<file path="src/shared/pse_defs.vh">
`ifndef PSE_DEFS_VH
`define PSE_DEFS_VH
// ----------------------------------------
// Register indices
// ----------------------------------------
`define PSE_IDX_STATUS 8'hC0
`define PSE_IDX_NMI_STAT 8'hC1
`define PSE_IDX_CTRL 8'hC2
`define PSE_IDX_CMD 8'hC3
`define PSE_IDX_NMI_MASK 8'hC4
`define PSE_IDX_RANGE 8'hC5
`define PSE_IDX_DOZE_TO 8'hCC
`define PSE_IDX_SLEEP_TO 8'hCD
`define PSE_IDX_SUSP_TO 8'hCE
`define PSE_IDX_RESUME 8'hDD
`define PSE_IDX_ACT_MASK 8'hDF
// ----------------------------------------
// Reset values
// ----------------------------------------
`define PSE_RST_ZERO 8'h00
`define PSE_RST_CTRL 8'h01
`define PSE_RST_ACT_MASK 8'h3F
`define PSE_RST_NMI_MASK 8'hFF
// ----------------------------------------
// Field positions
// ----------------------------------------
`define PSE_CTRL_RING_HI 3
`define PSE_CTRL_IDLE_NMI 4
`define PSE_CTRL_ADAPT 5
`define PSE_CMD_SUSP 0
`define PSE_CMD_OFF 1
`define PSE_CMD_DISP_OE 2
`define PSE_NMI_SWITCH 0
`define PSE_NMI_LOWBAT 1
`define PSE_NMI_CAUTION 2
`define PSE_NMI_IDLE 3
// ----------------------------------------
// Monitored address decodes
// ----------------------------------------
`define PSE_IO_KBD 16'h0060
`define PSE_IO_COM_A 13'h005D
`define PSE_IO_COM_B 13'h005F
`define PSE_IO_COM_C 13'h007D
`define PSE_IO_COM_D 13'h007F
`define PSE_IO_DISK_A 15'h01FB
`define PSE_IO_DISK_B 13'h003E
`define PSE_IO_CARD 15'h01F0
`define PSE_IO_WIN_HI 6'h00
`define PSE_VID_HI 3'h5
// ----------------------------------------
// Timing
// ----------------------------------------
`define PSE_CLK_NS 100
`define PSE_MS_NS 1000000
`define PSE_SW_MS 7'd60
`define PSE_SEC_LAST 10'd999
`define PSE_MIN_LAST 6'd59
`define PSE_ADAPT_MS 3'd4
`define PSE_RD0 8'd0
`define PSE_RD1 8'd10
`define PSE_RD2 8'd20
`define PSE_RD3 8'd50
`define PSE_RD4 8'd100
`define PSE_RD5 8'd150
`define PSE_RD6 8'd200
`define PSE_RD7 8'd250
`endif

</file>
<file path="src/hdl/pse_idle_timer.v">
`include "pse_defs.vh"

module pse_idle_timer #(
   parameter W = 8
) (
   // Clock and reset
   input wire clk,
   input wire rst_n,
   // Control
   input wire run,
   input wire restart,
   input wire tick,
   input wire [W-1:0] limit,
   // Result
   output reg expire
);

   reg [W-1:0] cnt_reg;
   reg done_reg;

   // ----------------------------------------
   // Idle count, zero limit disables
   // ----------------------------------------
   always @(posedge clk) begin
      if (!rst_n || !run || restart) begin
         cnt_reg <= {W{1'b0}};
         done_reg <= 1'b0;
         expire <= 1'b0;
      end else begin
         expire <= 1'b0;
         if (tick && !done_reg && (limit != {W{1'b0}})) begin
            if (cnt_reg + {{(W-1){1'b0}}, 1'b1} == limit) begin
               expire <= 1'b1;
               done_reg <= 1'b1;
            end
            cnt_reg <= cnt_reg + {{(W-1){1'b0}}, 1'b1};
         end
      end
   end

endmodule // pse_idle_timer

</file>
<file path="src/hdl/pse_power_state_unit.v">
`include "pse_defs.vh"

module pse_power_state_unit #(
   parameter integer MS_CYCLES = `PSE_MS_NS / `PSE_CLK_NS
) (
   // Clock and hard reset
   input wire clk,
   input wire rst_n,
   // Register port
   input wire [7:0] reg_addr,
   input wire [7:0] reg_wdata,
   input wire reg_wr,
   input wire reg_rd,
   output wire [7:0] reg_rdata,
   // Bus cycles watched
   input wire bus_io_rd,
   input wire bus_io_wr,
   input wire bus_mem_wr,
   input wire [15:0] bus_io_addr,
   input wire [19:0] bus_mem_addr,
   // Monitored pins
   input wire power_switch_input,
   input wire system_power_good,
   input wire low_battery_warning_input,
   input wire battery_caution_signal,
   input wire modem_wake_input,
   // Power and clock controls
   output wire system_logic_power_enable,
   output wire memory_power_enable,
   output wire display_power_enable,
   output wire display_power_oe,
   output wire display_bias_power_enable,
   output wire display_bias_power_oe,
   output wire osc_enable,
   output wire self_refresh,
   output wire cpu_clock_slow,
   output wire cpu_run,
   output wire nmi,
   output wire [4:0] power_state
);

   localparam [4:0] ST_ON = 5'h01;
   localparam [4:0] ST_DOZE = 5'h02;
   localparam [4:0] ST_SLEEP = 5'h04;
   localparam [4:0] ST_SUSP = 5'h08;
   localparam [4:0] ST_OFF = 5'h10;

   reg [4:0] state_reg;
   reg [4:0] state_next;
   reg [7:0] range_reg, doze_to_reg, sleep_to_reg, susp_to_reg;
   reg [7:0] act_mask_reg, ctrl_reg, resume_reg, nmi_mask_reg;
   reg [3:0] nmi_stat_reg;
   reg disp_oe_reg;
   reg [7:0] rdata_reg;
   reg [31:0] ms_cnt_reg;
   reg ms_tick_reg, sec_tick_reg, min_tick_reg;
   reg [9:0] sec_cnt_reg;
   reg [5:0] min_cnt_reg;
   reg [6:0] sw_low_reg;
   reg sw_prev_reg, ring_prev_reg, lb1_prev_reg, lb2_prev_reg;
   reg [3:0] ring_cnt_reg;
   reg [2:0] adapt_cnt_reg;
   reg adapt_slow_reg;
   reg run_reg;
   reg [7:0] rd_cnt_reg;
   reg sys_pwr_reg, mem_pwr_reg, disp_pwr_reg, osc_reg, refresh_reg;
   reg slow_reg, nmi_reg;
   reg [7:0] rd_val;
   reg [7:0] rd_limit;

   // ----------------------------------------
   // Activity decode
   // ----------------------------------------
   wire io_any = bus_io_rd | bus_io_wr;
   wire [12:0] io_oct = bus_io_addr[15:3];
   wire [14:0] io_pair = bus_io_addr[15:1];
   wire act_kbd = bus_io_rd && (bus_io_addr == `PSE_IO_KBD);
   wire act_ser = io_any && (io_oct == `PSE_IO_COM_A || io_oct == `PSE_IO_COM_B ||
                  io_oct == `PSE_IO_COM_C || io_oct == `PSE_IO_COM_D);
   wire act_card = io_any && (io_pair == `PSE_IO_CARD);
   wire act_disk = io_any && (io_pair == `PSE_IO_DISK_A || io_oct == `PSE_IO_DISK_B);
   wire act_vid = bus_mem_wr && (bus_mem_addr[19:17] == `PSE_VID_HI);
   // Four-port window inside the low 1K of I/O space
   wire act_win = io_any && (bus_io_addr[15:10] == `PSE_IO_WIN_HI) &&
                  (bus_io_addr[9:2] == range_reg);
   wire [5:0] act_vec = {act_win, act_vid, act_disk, act_card, act_ser, act_kbd};
   wire act_hit = |(act_vec & act_mask_reg[5:0]);

   // ----------------------------------------
   // Pin events
   // ----------------------------------------
   wire awake = (state_reg == ST_ON) || (state_reg == ST_DOZE) || (state_reg == ST_SLEEP);
   wire sw_event = !sw_prev_reg && power_switch_input && (sw_low_reg >= `PSE_SW_MS);
   wire ring_edge = !ring_prev_reg && modem_wake_input;
   wire [3:0] ring_need = (ctrl_reg[`PSE_CTRL_RING_HI:0] == 4'h0) ? 4'h1 :
                          ctrl_reg[`PSE_CTRL_RING_HI:0];
   wire ring_wake = ring_edge && !awake && (ring_cnt_reg + 4'h1 >= ring_need);
   wire lb1_rise = !lb1_prev_reg && low_battery_warning_input;
   wire lb2_rise = !lb2_prev_reg && battery_caution_signal && awake;

   // ----------------------------------------
   // Software commands
   // ----------------------------------------
   wire cmd_wr = reg_wr && (reg_addr == `PSE_IDX_CMD);
   wire cmd_susp = cmd_wr && reg_wdata[`PSE_CMD_SUSP];
   wire cmd_off = cmd_wr && reg_wdata[`PSE_CMD_OFF];
   wire nmi_clr_wr = reg_wr && (reg_addr == `PSE_IDX_NMI_STAT);

   // ----------------------------------------
   // Idle timers
   // ----------------------------------------
   wire [2:0] t_run = {state_reg == ST_SLEEP, state_reg == ST_DOZE, state_reg == ST_ON};
   wire [2:0] t_tick = {min_tick_reg, min_tick_reg, sec_tick_reg};
   wire [23:0] t_limit = {susp_to_reg, sleep_to_reg, doze_to_reg};
   wire [2:0] t_exp;

   genvar gi;
   generate
      for (gi = 0; gi < 3; gi = gi + 1) begin : g_timer
         pse_idle_timer #(
            .W(8)
         ) u_timer (
            .clk(clk),
            .rst_n(rst_n),
            .run(t_run[gi]),
            .restart(act_hit),
            .tick(t_tick[gi]),
            .limit(t_limit[gi*8 +: 8]),
            .expire(t_exp[gi])
         );
      end
   endgenerate

   wire idle_nmi_mode = ctrl_reg[`PSE_CTRL_IDLE_NMI];

   // ----------------------------------------
   // Next state
   // ----------------------------------------
   always @* begin
      state_next = state_reg;
      case (state_reg)
         ST_ON: begin
            if (cmd_off)
               state_next = ST_OFF;
            else if (cmd_susp)
               state_next = ST_SUSP;
            else if (t_exp[0] && !idle_nmi_mode)
               state_next = ST_DOZE;
         end
         ST_DOZE: begin
            if (cmd_off)
               state_next = ST_OFF;
            else if (cmd_susp)
               state_next = ST_SUSP;
            else if (act_hit)
               state_next = ST_ON;
            else if (t_exp[1])
               state_next = ST_SLEEP;
         end
         ST_SLEEP: begin
            if (cmd_off)
               state_next = ST_OFF;
            else if (cmd_susp)
               state_next = ST_SUSP;
            else if (act_hit)
               state_next = ST_ON;
            else if (t_exp[2])
               state_next = ST_SUSP;
         end
         ST_SUSP: begin
            if (sw_event || ring_wake)
               state_next = ST_ON;
         end
         ST_OFF: begin
            if (ring_wake)
               state_next = ST_ON;
         end
         default: begin
            state_next = ST_ON;
         end
      endcase
   end

   always @(posedge clk) begin
      if (!rst_n)
         state_reg <= ST_ON;
      else
         state_reg <= state_next;
   end

   // ----------------------------------------
   // Time base: ms, s, min enables
   // ----------------------------------------
   always @(posedge clk) begin
      if (!rst_n) begin
         ms_cnt_reg <= 32'h0;
         ms_tick_reg <= 1'b0;
         sec_cnt_reg <= 10'h0;
         sec_tick_reg <= 1'b0;
         min_cnt_reg <= 6'h0;
         min_tick_reg <= 1'b0;
      end else begin
         ms_tick_reg <= 1'b0;
         sec_tick_reg <= 1'b0;
         min_tick_reg <= 1'b0;
         if (ms_cnt_reg == MS_CYCLES - 1) begin
            ms_cnt_reg <= 32'h0;
            ms_tick_reg <= 1'b1;
         end else begin
            ms_cnt_reg <= ms_cnt_reg + 32'h1;
         end
         if (ms_tick_reg) begin
            if (sec_cnt_reg == `PSE_SEC_LAST) begin
               sec_cnt_reg <= 10'h0;
               sec_tick_reg <= 1'b1;
            end else begin
               sec_cnt_reg <= sec_cnt_reg + 10'h1;
            end
         end
         if (sec_tick_reg) begin
            if (min_cnt_reg == `PSE_MIN_LAST) begin
               min_cnt_reg <= 6'h0;
               min_tick_reg <= 1'b1;
            end else begin
               min_cnt_reg <= min_cnt_reg + 6'h1;
            end
         end
      end
   end

   // ----------------------------------------
   // Pin watchers
   // ----------------------------------------
   always @(posedge clk) begin
      if (!rst_n) begin
         sw_prev_reg <= 1'b1;
         sw_low_reg <= 7'h0;
         ring_prev_reg <= 1'b1;
         ring_cnt_reg <= 4'h0;
         lb1_prev_reg <= 1'b0;
         lb2_prev_reg <= 1'b0;
      end else begin
         sw_prev_reg <= power_switch_input;
         lb1_prev_reg <= low_battery_warning_input;
         lb2_prev_reg <= battery_caution_signal;
         ring_prev_reg <= modem_wake_input;
         // Debounce by counting free-running ms ticks seen while low, saturating at PSE_SW_MS
         if (power_switch_input)
            sw_low_reg <= 7'h0;
         else if (ms_tick_reg && sw_low_reg < `PSE_SW_MS)
            sw_low_reg <= sw_low_reg + 7'h1;
         if (awake || ring_wake)
            ring_cnt_reg <= 4'h0;
         else if (ring_edge)
            ring_cnt_reg <= ring_cnt_reg + 4'h1;
      end
   end

   // ----------------------------------------
   // Adaptive clock
   // ----------------------------------------
   always @(posedge clk) begin
      if (!rst_n) begin
         adapt_cnt_reg <= 3'h0;
         adapt_slow_reg <= 1'b0;
      end else if (act_hit || !ctrl_reg[`PSE_CTRL_ADAPT]) begin
         // Speeds up in the same cycle as the activity is seen
         adapt_cnt_reg <= 3'h0;
         adapt_slow_reg <= 1'b0;
      end else if (ms_tick_reg && !adapt_slow_reg) begin
         if (adapt_cnt_reg + 3'h1 == `PSE_ADAPT_MS)
            adapt_slow_reg <= 1'b1;
         adapt_cnt_reg <= adapt_cnt_reg + 3'h1;
      end
   end

   // ----------------------------------------
   // Resume gate
   // ----------------------------------------
   always @* begin
      case (resume_reg[2:0])
         3'h0: rd_limit = `PSE_RD0;
         3'h1: rd_limit = `PSE_RD1;
         3'h2: rd_limit = `PSE_RD2;
         3'h3: rd_limit = `PSE_RD3;
         3'h4: rd_limit = `PSE_RD4;
         3'h5: rd_limit = `PSE_RD5;
         3'h6: rd_limit = `PSE_RD6;
         default: rd_limit = `PSE_RD7;
      endcase
   end

   always @(posedge clk) begin
      if (!rst_n) begin
         run_reg <= 1'b0;
         rd_cnt_reg <= 8'h0;
      end else if (state_next == ST_SUSP || state_next == ST_OFF || !system_power_good) begin
         // Power loss or shutdown rearms the whole resume sequence
         run_reg <= 1'b0;
         rd_cnt_reg <= 8'h0;
      end else if (!run_reg) begin
         if (rd_cnt_reg >= rd_limit)
            run_reg <= 1'b1;
         else if (ms_tick_reg)
            rd_cnt_reg <= rd_cnt_reg + 8'h1;
      end
   end

   // ----------------------------------------
   // Registers and NMI status
   // ----------------------------------------
   always @(posedge clk) begin
      if (!rst_n) begin
         range_reg <= `PSE_RST_ZERO;
         doze_to_reg <= `PSE_RST_ZERO;
         sleep_to_reg <= `PSE_RST_ZERO;
         susp_to_reg <= `PSE_RST_ZERO;
         act_mask_reg <= `PSE_RST_ACT_MASK;
         ctrl_reg <= `PSE_RST_CTRL;
         resume_reg <= `PSE_RST_ZERO;
         nmi_mask_reg <= `PSE_RST_NMI_MASK;
         disp_oe_reg <= 1'b0;
         nmi_stat_reg <= 4'h0;
      end else begin
         if (reg_wr) begin
            case (reg_addr)
               `PSE_IDX_RANGE: range_reg <= reg_wdata;
               `PSE_IDX_DOZE_TO: doze_to_reg <= reg_wdata;
               `PSE_IDX_SLEEP_TO: sleep_to_reg <= reg_wdata;
               `PSE_IDX_SUSP_TO: susp_to_reg <= reg_wdata;
               `PSE_IDX_ACT_MASK: act_mask_reg <= reg_wdata;
               `PSE_IDX_CTRL: ctrl_reg <= reg_wdata;
               `PSE_IDX_RESUME: resume_reg <= reg_wdata;
               `PSE_IDX_NMI_MASK: nmi_mask_reg <= reg_wdata;
               `PSE_IDX_CMD: disp_oe_reg <= reg_wdata[`PSE_CMD_DISP_OE];
               default: ;
            endcase
         end
         // Write one to clear; a new event in the same cycle wins
         nmi_stat_reg <= (nmi_stat_reg & ~(nmi_clr_wr ? reg_wdata[3:0] : 4'h0)) |
                         {t_exp[0] && idle_nmi_mode && state_reg == ST_ON,
                          lb2_rise, lb1_rise,
                          sw_event && awake};
      end
   end

   // ----------------------------------------
   // Read port
   // ----------------------------------------
   always @* begin
      case (reg_addr)
         `PSE_IDX_STATUS: rd_val = {run_reg, battery_caution_signal, low_battery_warning_input, state_reg};
         `PSE_IDX_NMI_STAT: rd_val = {4'h0, nmi_stat_reg};
         `PSE_IDX_CTRL: rd_val = ctrl_reg;
         `PSE_IDX_CMD: rd_val = {5'h0, disp_oe_reg, 2'h0};
         `PSE_IDX_NMI_MASK: rd_val = nmi_mask_reg;
         `PSE_IDX_RANGE: rd_val = range_reg;
         `PSE_IDX_DOZE_TO: rd_val = doze_to_reg;
         `PSE_IDX_SLEEP_TO: rd_val = sleep_to_reg;
         `PSE_IDX_SUSP_TO: rd_val = susp_to_reg;
         `PSE_IDX_RESUME: rd_val = resume_reg;
         `PSE_IDX_ACT_MASK: rd_val = act_mask_reg;
         default: rd_val = 8'h00;
      endcase
   end

   always @(posedge clk) begin
      if (!rst_n)
         rdata_reg <= 8'h00;
      else
         rdata_reg <= reg_rd ? rd_val : 8'h00;
   end

   // ----------------------------------------
   // Registered outputs, aligned with state
   // ----------------------------------------
   always @(posedge clk) begin
      if (!rst_n) begin
         sys_pwr_reg <= 1'b1;
         mem_pwr_reg <= 1'b1;
         disp_pwr_reg <= 1'b1;
         osc_reg <= 1'b1;
         refresh_reg <= 1'b0;
         slow_reg <= 1'b0;
         nmi_reg <= 1'b0;
      end else begin
         sys_pwr_reg <= (state_next == ST_ON) || (state_next == ST_DOZE) ||
                        (state_next == ST_SLEEP);
         mem_pwr_reg <= (state_next != ST_OFF);
         disp_pwr_reg <= (state_next == ST_ON) || (state_next == ST_DOZE);
         osc_reg <= (state_next == ST_ON) || (state_next == ST_DOZE) ||
                    (state_next == ST_SLEEP);
         refresh_reg <= (state_next == ST_SUSP);
         // Adaptive slowdown is skipped on the edge that activity arrives
         slow_reg <= (state_next == ST_DOZE) ||
                     (adapt_slow_reg && !act_hit);
         nmi_reg <= |(nmi_stat_reg & ~nmi_mask_reg[3:0]);
      end
   end

   assign system_logic_power_enable = sys_pwr_reg;
   assign memory_power_enable = mem_pwr_reg;
   assign display_power_enable = disp_pwr_reg;
   assign display_bias_power_enable = disp_pwr_reg;
   // Released after reset so external pulls hold the supplies off
   assign display_power_oe = disp_oe_reg;
   assign display_bias_power_oe = disp_oe_reg;
   assign osc_enable = osc_reg;
   assign self_refresh = refresh_reg;
   assign cpu_clock_slow = slow_reg;
   assign cpu_run = run_reg;
   assign nmi = nmi_reg;
   assign power_state = state_reg;
   assign reg_rdata = rdata_reg;

endmodule // pse_power_state_unit

</file>
<file path="config.mk">
export PLATFORM = sky130hd
export DESIGN_NAME = pse_power_state_unit
export DESIGN_NICKNAME = d
export VERILOG_FILES = /design/src/hdl/pse_idle_timer.v /design/src/hdl/pse_power_state_unit.v
export VERILOG_INCLUDE_DIRS = /design/src /design/src/shared
export SDC_FILE = /design/constraint.sdc
export NUM_CORES = 1
export LEC_CHECK = 0
export ABC_CLOCK_PERIOD_IN_PS = 2900
export BUFFER_PORTS_ARGS = -buffer_cell sky130_fd_sc_hd__clkbuf_2
export CAP_MARGIN = 20
export CORE_ASPECT_RATIO = 0.6
export CORE_MARGIN = 5
export CORE_UTILIZATION = 60
export CTS_BUF_LIST = sky130_fd_sc_hd__clkbuf_8
export CTS_CLUSTER_DIAMETER = 100
export CTS_CLUSTER_SIZE = 25
export DETAILED_ROUTE_END_ITERATION = 7
export GPL_TIMING_DRIVEN = 0
export HOLD_SLACK_MARGIN = 0.12
export PLACE_DENSITY = 0.8
export SETUP_SLACK_MARGIN = 0.4
export SYNTH_ARGS = -nofsm -noshare
export SYNTH_HDL_FRONTEND = slang
export SYNTH_HIERARCHICAL = 1
export SYNTH_SLANG_ARGS = --single-unit
</file>
<file path="constraint.sdc">
create_clock -name clk -period 2.9 [get_ports clk]
set_input_delay 0.87 -clock clk [delete_from_list [all_inputs] [get_ports clk]]
set_output_delay 0.87 -clock clk [all_outputs]
set_load 0.005 [all_outputs]
</file>
==> results of run 1 <==
cell type report:
cell class                 count  area, um^2
inverter                      28         105
multi-input combinational    858        5650
buffer                        61         290
sequential                   197        3940
clock buffer                  17         234
tap                          228         285
fill                        1327        5290
clock inverter                15         120
timing repair buffer          66         343
critical path, stage by stage:
cell      delay [ns]
clkbuf_2        0.08
nor2_1          0.04
and3_1          0.20
a31oi_4         0.30
nand3_4         0.20
nand3b_1        0.21
buf_4           0.17
nor3_1          0.19
nand4_1         0.21
o32ai_2         0.30
worst max-delay path by stage:
stage,endpoint,from,cells past startpoint,slack [ns]
detailed placement,g_timer[1].u_timer/expire,bus_io_addr[7],9,-0.49
global route,g_timer[1].u_timer/done_reg,bus_io_addr[2],10,0.43
floorplan,g_timer[1].u_timer/done_reg,bus_io_addr[1],8,0.41
finish,g_timer[1].u_timer/done_reg,bus_io_addr[13],10,0.52
global placement,g_timer[1].u_timer/expire,bus_io_addr[7],9,-0.45
CTS,g_timer[1].u_timer/expire,bus_io_addr[7],9,0.29
placed cells by master, fill, tap and decap left out, types with 25 or more instances in the layout:
master,synthesis,final
a21oi_1,54,54
clkbuf_1,37,34
clkbuf_2,0,64
dfxtp_1,197,197
inv_1,27,31
mux2i_1,56,56
nand2_1,111,111
nand3_1,74,74
nand4_1,28,28
nor2_1,151,151
nor3_1,26,25
xnor2_1,53,53
xor2_1,68,68
logic make-up (layout without fill, tap and decap cells):
group,after synthesis,after routing
compound gates,140,140
simple gates,508,508
flops,197,197
buf+inv,89,187
fa+ha+maj,23,23
xor+xnor,121,121
mux,66,66
routing by layer:
metal	global-route usage, %	part of all wire [%]	vias up
met4	8.84	2.3	0
met1	42.8	48	4040
met2	37.4	38	438
li1	-	-	4169
met5	0	0	-
met3	7.63	12	49
stage by stage:
stage	power, mW	utilization (%)	setup slack (ns)	TNS (ns)	hold WS [ns]
2_1_floorplan	2.92	-	0.413	0	0.426
3_3_place_gp	3.02	65.0	-0.446	-1.47	0.443
3_5_place_dp	3.02	65.0	-0.485	-1.76	0.448
4_1_cts	4.64	67.3	0.292	0	0.461
5_1_grt	4.78	67.5	0.435	0	0.478
6_report	4.63	67.5	0.522	0	0.465
power groups by stage:
stage                     Sequential (mW)  Clock, mW  Combinational, mW
after CTS                            2.72       1.68              0.236
after global placement               2.78          0              0.231
final                                2.72       1.67              0.245
after global routing                 2.72       1.79              0.259
after detailed placement             2.78          0              0.234
after floorplan                      2.78          0              0.137
repair_timing:
| action | 4_1_cts | 5_1_grt |
|---|---|---|
| setup endpoints to repair | 7 | 11 |
| cloned | 0 | 0 |
| gates resized for setup | 1 | 8 |
| hold buffers | 0 | 0 |
| buffers inserted | 3 | 2 |
| pin swaps | 0 | 2 |
==> results.ini, run 1 <==
[final_layout]
final_area_um2 = 11000
fin_nets = 1316
largest_reg_flops = 32
stdcell_count = 1470
antenna_cells = 0
drive_gt1_share_pct = 13.6
area_growth_pct = 10.2

[die]
rows = 36
die-area_um2 = 19400
core_um2 = 16300
ios = 88
fp.dieH_um = 110
initial_core_util_pct = 61.2
die_w_um = 176

[synth]
synth_area_per_cell_um2 = 8.70
synth_area_um2 = 9960
async_reset_ff_share_pct = 0
synthTopCellsByArea = dfxtp_1 (40%), xor2_1 (6.0%), nor2_1 (5.7%)
yosysMostFrequentCell = dfxtp_1
synth_xor_area_share_pct = 10.6
synthAdderAreaFrac_pct = 2.89
synth_cells = 1144
syn_nets = 1231
yosysUniqueCellTypes = 76
synthTopCellsByCount = dfxtp_1 (197), nor2_1 (151), nand2_1 (111)
yosysTopAreaCell = dfxtp_1
ys_warn_count = 6
synth-edff-count = 0
synth_seq_area_share_pct = 39.6
yosysTopAreaCellShare_pct = 39.6
ys.flop_type = dfxtp_1
synth-simple-area-share_pct = 26.2
ys_seq_elements = 197
synthMuxAreaShare_pct = 6.87
synth_top_family_by_area = simple AND/OR/NAND/NOR gates
synth-compound-area-share_pct = 9.85

[placement]
dp.cells = 1433
hpwl_um = 20000
placed_area_um2 = 10600
port_buffers = 61
gp_congestion = 0.988

[timing]
clock-skew-final_ns = 0.0151
rsz0062_at_grt = no
final.min_clock_period_ns = 2.38
tightest_slew_ns = 0.815
timing.fmax_ghz = 0.420
drv_slew = 0
min_period_over_period_pct = 82.0
hold_violations = 0
slew_headroom_pct = 45.7
setup_viol = 0

[power_and_ir_drop]
p_sw_share_pct = 25.3
peakVddDrop_v = 0.000226
p_seq_share_pct = 58.7
internal_power_mw = 3.46
leakage_nw = 4.18
switchingPower_mw = 1.17
pwr-share-clk_pct = 36.0
cellPowerDensity_nw_per_um2 = 422
p_comb_share_pct = 5.3

[clocking]
clock-root-buffer = clkbuf_8
cts_buffers = 17
cts_htree_levels = 4
cts_tree = done
cts_buffer_depth = 2
insertion_delay_ns = 0.48
clk_pin_slew_ns = 0.10
cts.sink_count = 197

[worst_setup_path]
r2r_slack_ns = 0.56
cp_max_fo = 11
reg2regPathDepth = 9
arrival_ns = 2.78
start_kind = input pin
regToRegEndpoint = rd_cnt_reg[0]
endpoint_kind = register
critical_path_class = input pin to register
worstReg2RegStart = ctrl_reg[2]
cp.required_ns = 3.30

[route]
vias = 8696
route.detailed.drc = 0
wl_um = 26600
drtIter0Drc = 1193
drt_pass1_iterations = 6
wl_per_cell_um = 18.1
antenna_left = 0
routed_via_density = 5.92

[min_path]
min_path_cells = 2
hp-class = register to register
min_to = resume_reg[3]
hold_start = resume_reg[3]

[global_routing]
grt_use_total_pct = 27.9
grt_pass1_vias = 8006
grt_max_degree = 17
grt_overflow_total = 0
antenna_found_initial = 0
grt_pass1_wl_um = 42600

[flow_run]
timing.max_cap.violations = 0

[run_status]
outcome = finished, final reports clean

Power figures use the tool's default switching activity.
==> run 2: changes to the inputs <==
--- a/config.mk
+++ b/config.mk
@@ -6,19 +6,19 @@
 export SDC_FILE = /design/constraint.sdc
 export NUM_CORES = 1
 export LEC_CHECK = 0
-export ABC_CLOCK_PERIOD_IN_PS = 2900
+export ABC_CLOCK_PERIOD_IN_PS = 2009
 export BUFFER_PORTS_ARGS = -buffer_cell sky130_fd_sc_hd__clkbuf_2
 export CAP_MARGIN = 20
 export CORE_ASPECT_RATIO = 0.6
 export CORE_MARGIN = 5
-export CORE_UTILIZATION = 60
+export CORE_UTILIZATION = 56
 export CTS_BUF_LIST = sky130_fd_sc_hd__clkbuf_8
 export CTS_CLUSTER_DIAMETER = 100
 export CTS_CLUSTER_SIZE = 25
 export DETAILED_ROUTE_END_ITERATION = 7
 export GPL_TIMING_DRIVEN = 0
 export HOLD_SLACK_MARGIN = 0.12
-export PLACE_DENSITY = 0.8
+export PLACE_DENSITY = 0.79
 export SETUP_SLACK_MARGIN = 0.4
 export SYNTH_ARGS = -nofsm -noshare
 export SYNTH_HDL_FRONTEND = slang
==> constraint.sdc (replaced) <==
create_clock -name clk -period 2.01 [get_ports clk]
set_input_delay 0.603 -clock clk [delete_from_list [all_inputs] [get_ports clk]]
set_output_delay 0.603 -clock clk [all_outputs]
set_load 0.005 [all_outputs]
==> results.ini, run 2 (synthesized netlist as in run 1, its figures left out) <==
[clocking]
holdBufCountCts = 0  ; unchanged
clock-root-buffer = clkbuf_8  ; unchanged
clk_pin_slew_ns = 0.11  ; was 0.10 ns
cts_buffer_depth = 2  ; unchanged
cts_htree_levels = 4  ; unchanged
insertion_delay_ns = 0.50  ; was 0.48 ns
cts_tree = done  ; unchanged
cts.sink_count = 197  ; unchanged
cts_buffers = 17  ; unchanged

[worst_setup_path]
worst-path-stages = 7  ; was 10
critical_path.endpoint = osc_enable  ; was g_timer[1].u_timer/done_reg
cpPeakStageDelay_ns = 0.39  ; was 0.30 ns
critPathTopFamily = compound AO/OA/AOI/OAI gates  ; was simple AND/OR/NAND/NOR gates
regToRegEndpoint = osc_enable  ; was rd_cnt_reg[0]
critPathSlowestCell = dfxtp_4  ; was a31oi_4
r2r_slack_ns = -0.35  ; was 0.56 ns
worstReg2RegStart = ring_cnt_reg[0]  ; was ctrl_reg[2]
crit_chain = ha_4 > xor2_2 > ha_1 > nor2b_2 > o31a_1 > a211o_1 > nand3b_1  ; was clkbuf_2 > nor2_1 > and3_1 > a31oi_4 > nand3_4 > nand3b_1 > buf_4 > nor3_1 > nand4_1 > o32ai_2
arrival_ns = 2.70  ; was 2.78 ns
critical_path_class = register to register  ; was input pin to register
cp.required_ns = 2.35  ; was 3.30 ns
reg2regPathDepth = 7  ; was 9
cp.buffers_inverters = 0  ; was 2
crit_path_start = ring_cnt_reg[0]  ; was bus_io_addr[13]
start_kind = register  ; was input pin
endpoint_kind = register  ; unchanged
cp_max_fo = 4  ; was 11

[route]
route.detailed.drc = 13  ; was 0
drtIter0Drc = 1435  ; was 1,193
wl_um = 36500  ; was 26,600 um
drt_pass1_iterations = 8  ; was 6
antenna_left = 0  ; unchanged
vias = 10125  ; was 8,696
routed_via_density = 6.46  ; was 5.92
wl_per_cell_um = 23.3  ; was 18.1 um

[min_path]
min_path_cells = 2  ; unchanged
hp-class = input pin to register  ; was register to register

[timing]
fin_setup_tns_ns = -5.52  ; was 0 ns
hold_violations = 0  ; unchanged
setup_viol = 51  ; was 0
clock-skew-final_ns = 0.0242  ; was 0.0151 ns
drv_slew = 0  ; unchanged
final.min_clock_period_ns = 2.36
timing.fmax_ghz = 0.424
min_period_over_period_pct = 117
rsz0062_at_grt = yes  ; was no
layout_setup_ws_ns = -0.347  ; was 0.522 ns
tightest_slew_ns = 0.910  ; was 0.815 ns
whs_ns = 0.331  ; was 0.465 ns
slew_headroom_pct = 39.3  ; was 45.7%

[final_layout]
area_growth_pct = 34.9  ; was 10.2%
antenna_cells = 0  ; unchanged
largest_reg_flops = 32  ; unchanged
fin_nets = 1407  ; was 1,316
final_common_cell = dfxtp_1  ; unchanged
drive_gt1_share_pct = 36.1  ; was 13.6%
final_cell_mix = dfxtp_1 (155), nand2_1 (102), nor2_1 (97)  ; was dfxtp_1 (197), nor2_1 (151), nand2_1 (111)
final_area_um2 = 13400  ; was 11,000 um^2
fillers = 1036  ; was 1,327

[global_routing]
grt_use_total_pct = 29.8  ; was 27.9%
grt_pass1_vias = 9041  ; was 8,006
grt_pass1_wl_um = 49100  ; was 42,600 um
grt_max_degree = 19  ; was 17
grt_overflow_total = 0  ; unchanged
antenna_found_initial = 2  ; was 0

[power_and_ir_drop]
internal_power_mw = 5.32  ; was 3.46 mW
p_sw_share_pct = 26.8  ; was 25.3%
switchingPower_mw = 1.95  ; was 1.17 mW
pwr-share-clk_pct = 38.7  ; was 36.0%
peakVddDrop_v = 0.000475  ; was 0.000226 V
p_seq_share_pct = 53.8  ; was 58.7%
leakage_nw = 5.08  ; was 4.18 nW
p_comb_share_pct = 7.6  ; was 5.3%
cellPowerDensity_nw_per_um2 = 541  ; was 422 nW/um^2

[die]
rows = 37  ; was 36
fp.dieH_um = 113  ; was 110 um
core_um2 = 17300  ; was 16,300 um^2
die-area_um2 = 20600  ; was 19,400 um^2
initial_core_util_pct = 57.5  ; was 61.2%
ios = 88  ; unchanged
die_w_um = 182  ; was 176 um

[flow_run]
timing.max_cap.violations = 0  ; unchanged

[placement]
hpwl_um = 20100  ; was 20,000 um
port_buffers = 61  ; unchanged
placed_area_um2 = 10900  ; was 10,600 um^2
gp_congestion = 0.924  ; was 0.988

[run_status]
violations = DRC, setup timing
outcome = finished with violations  ; was finished, final reports clean

run 2: layout make-up:
class	instances	area [um^2]	area share (%)
Sequential cell	197	4060	30.2
Clock inverter	13	163	1.21
Multi-Input combinational cell	858	6750	50.3
Tap cell	234	293	2.18
Clock buffer	19	262	1.95
Inverter	28	105	0.783
Buffer	61	504	3.76
Timing Repair Buffer	157	1290	9.64
run 2: how the worst min path moves through the flow:
stage	from	to	slack, ns
after floorplan	ms_cnt_reg[0]	ms_cnt_reg[0]	0.41
after global placement	ms_cnt_reg[0]	ms_cnt_reg[0]	0.43
after detailed placement	ms_cnt_reg[0]	ms_cnt_reg[0]	0.43
after CTS	modem_wake_input	ring_prev_reg	0.30
after global routing	modem_wake_input	ring_prev_reg	0.33
final	modem_wake_input	ring_prev_reg	0.33
run 2: per-layer routing:
layer	up-vias	track usage (%)	routed length (um)
met5	-	0	48
met3	244	9.22	4600
li1	4342	-	-
met1	4709	41.8	13800
met4	4	9.90	2240
met2	826	44.0	15800
run 2: timing repair:
item                       CTS  global route
pin swaps                   82            64
buffers inserted            58            32
resized for setup          183           164
setup endpoints to repair  141           152
gates cloned                 3             3
run 2: per-stage QoR:
stage / worst slack [ns] / total power, mW / util [%] / std cells
floorplan: -0.129 / 4.24 / - / 1144
global placement: -0.936 / 4.39 / 62.8 / 1439
detailed placement: -0.987 / 4.39 / 62.8 / 1439
CTS: -0.138 / 7.11 / 72.0 / 1532
global route: -0.383 / 7.43 / 77.6 / 1567
finish: -0.347 / 7.26 / 77.6 / 1567
run 2: power by group through the flow:
stage	logic [mW]	registers, mW	clock network, mW
floorplan	0.226	4.02	0
global placement	0.366	4.02	0
detailed placement	0.371	4.02	0
CTS	0.448	3.91	2.76
global route	0.564	3.91	2.96
finish	0.550	3.91	2.81
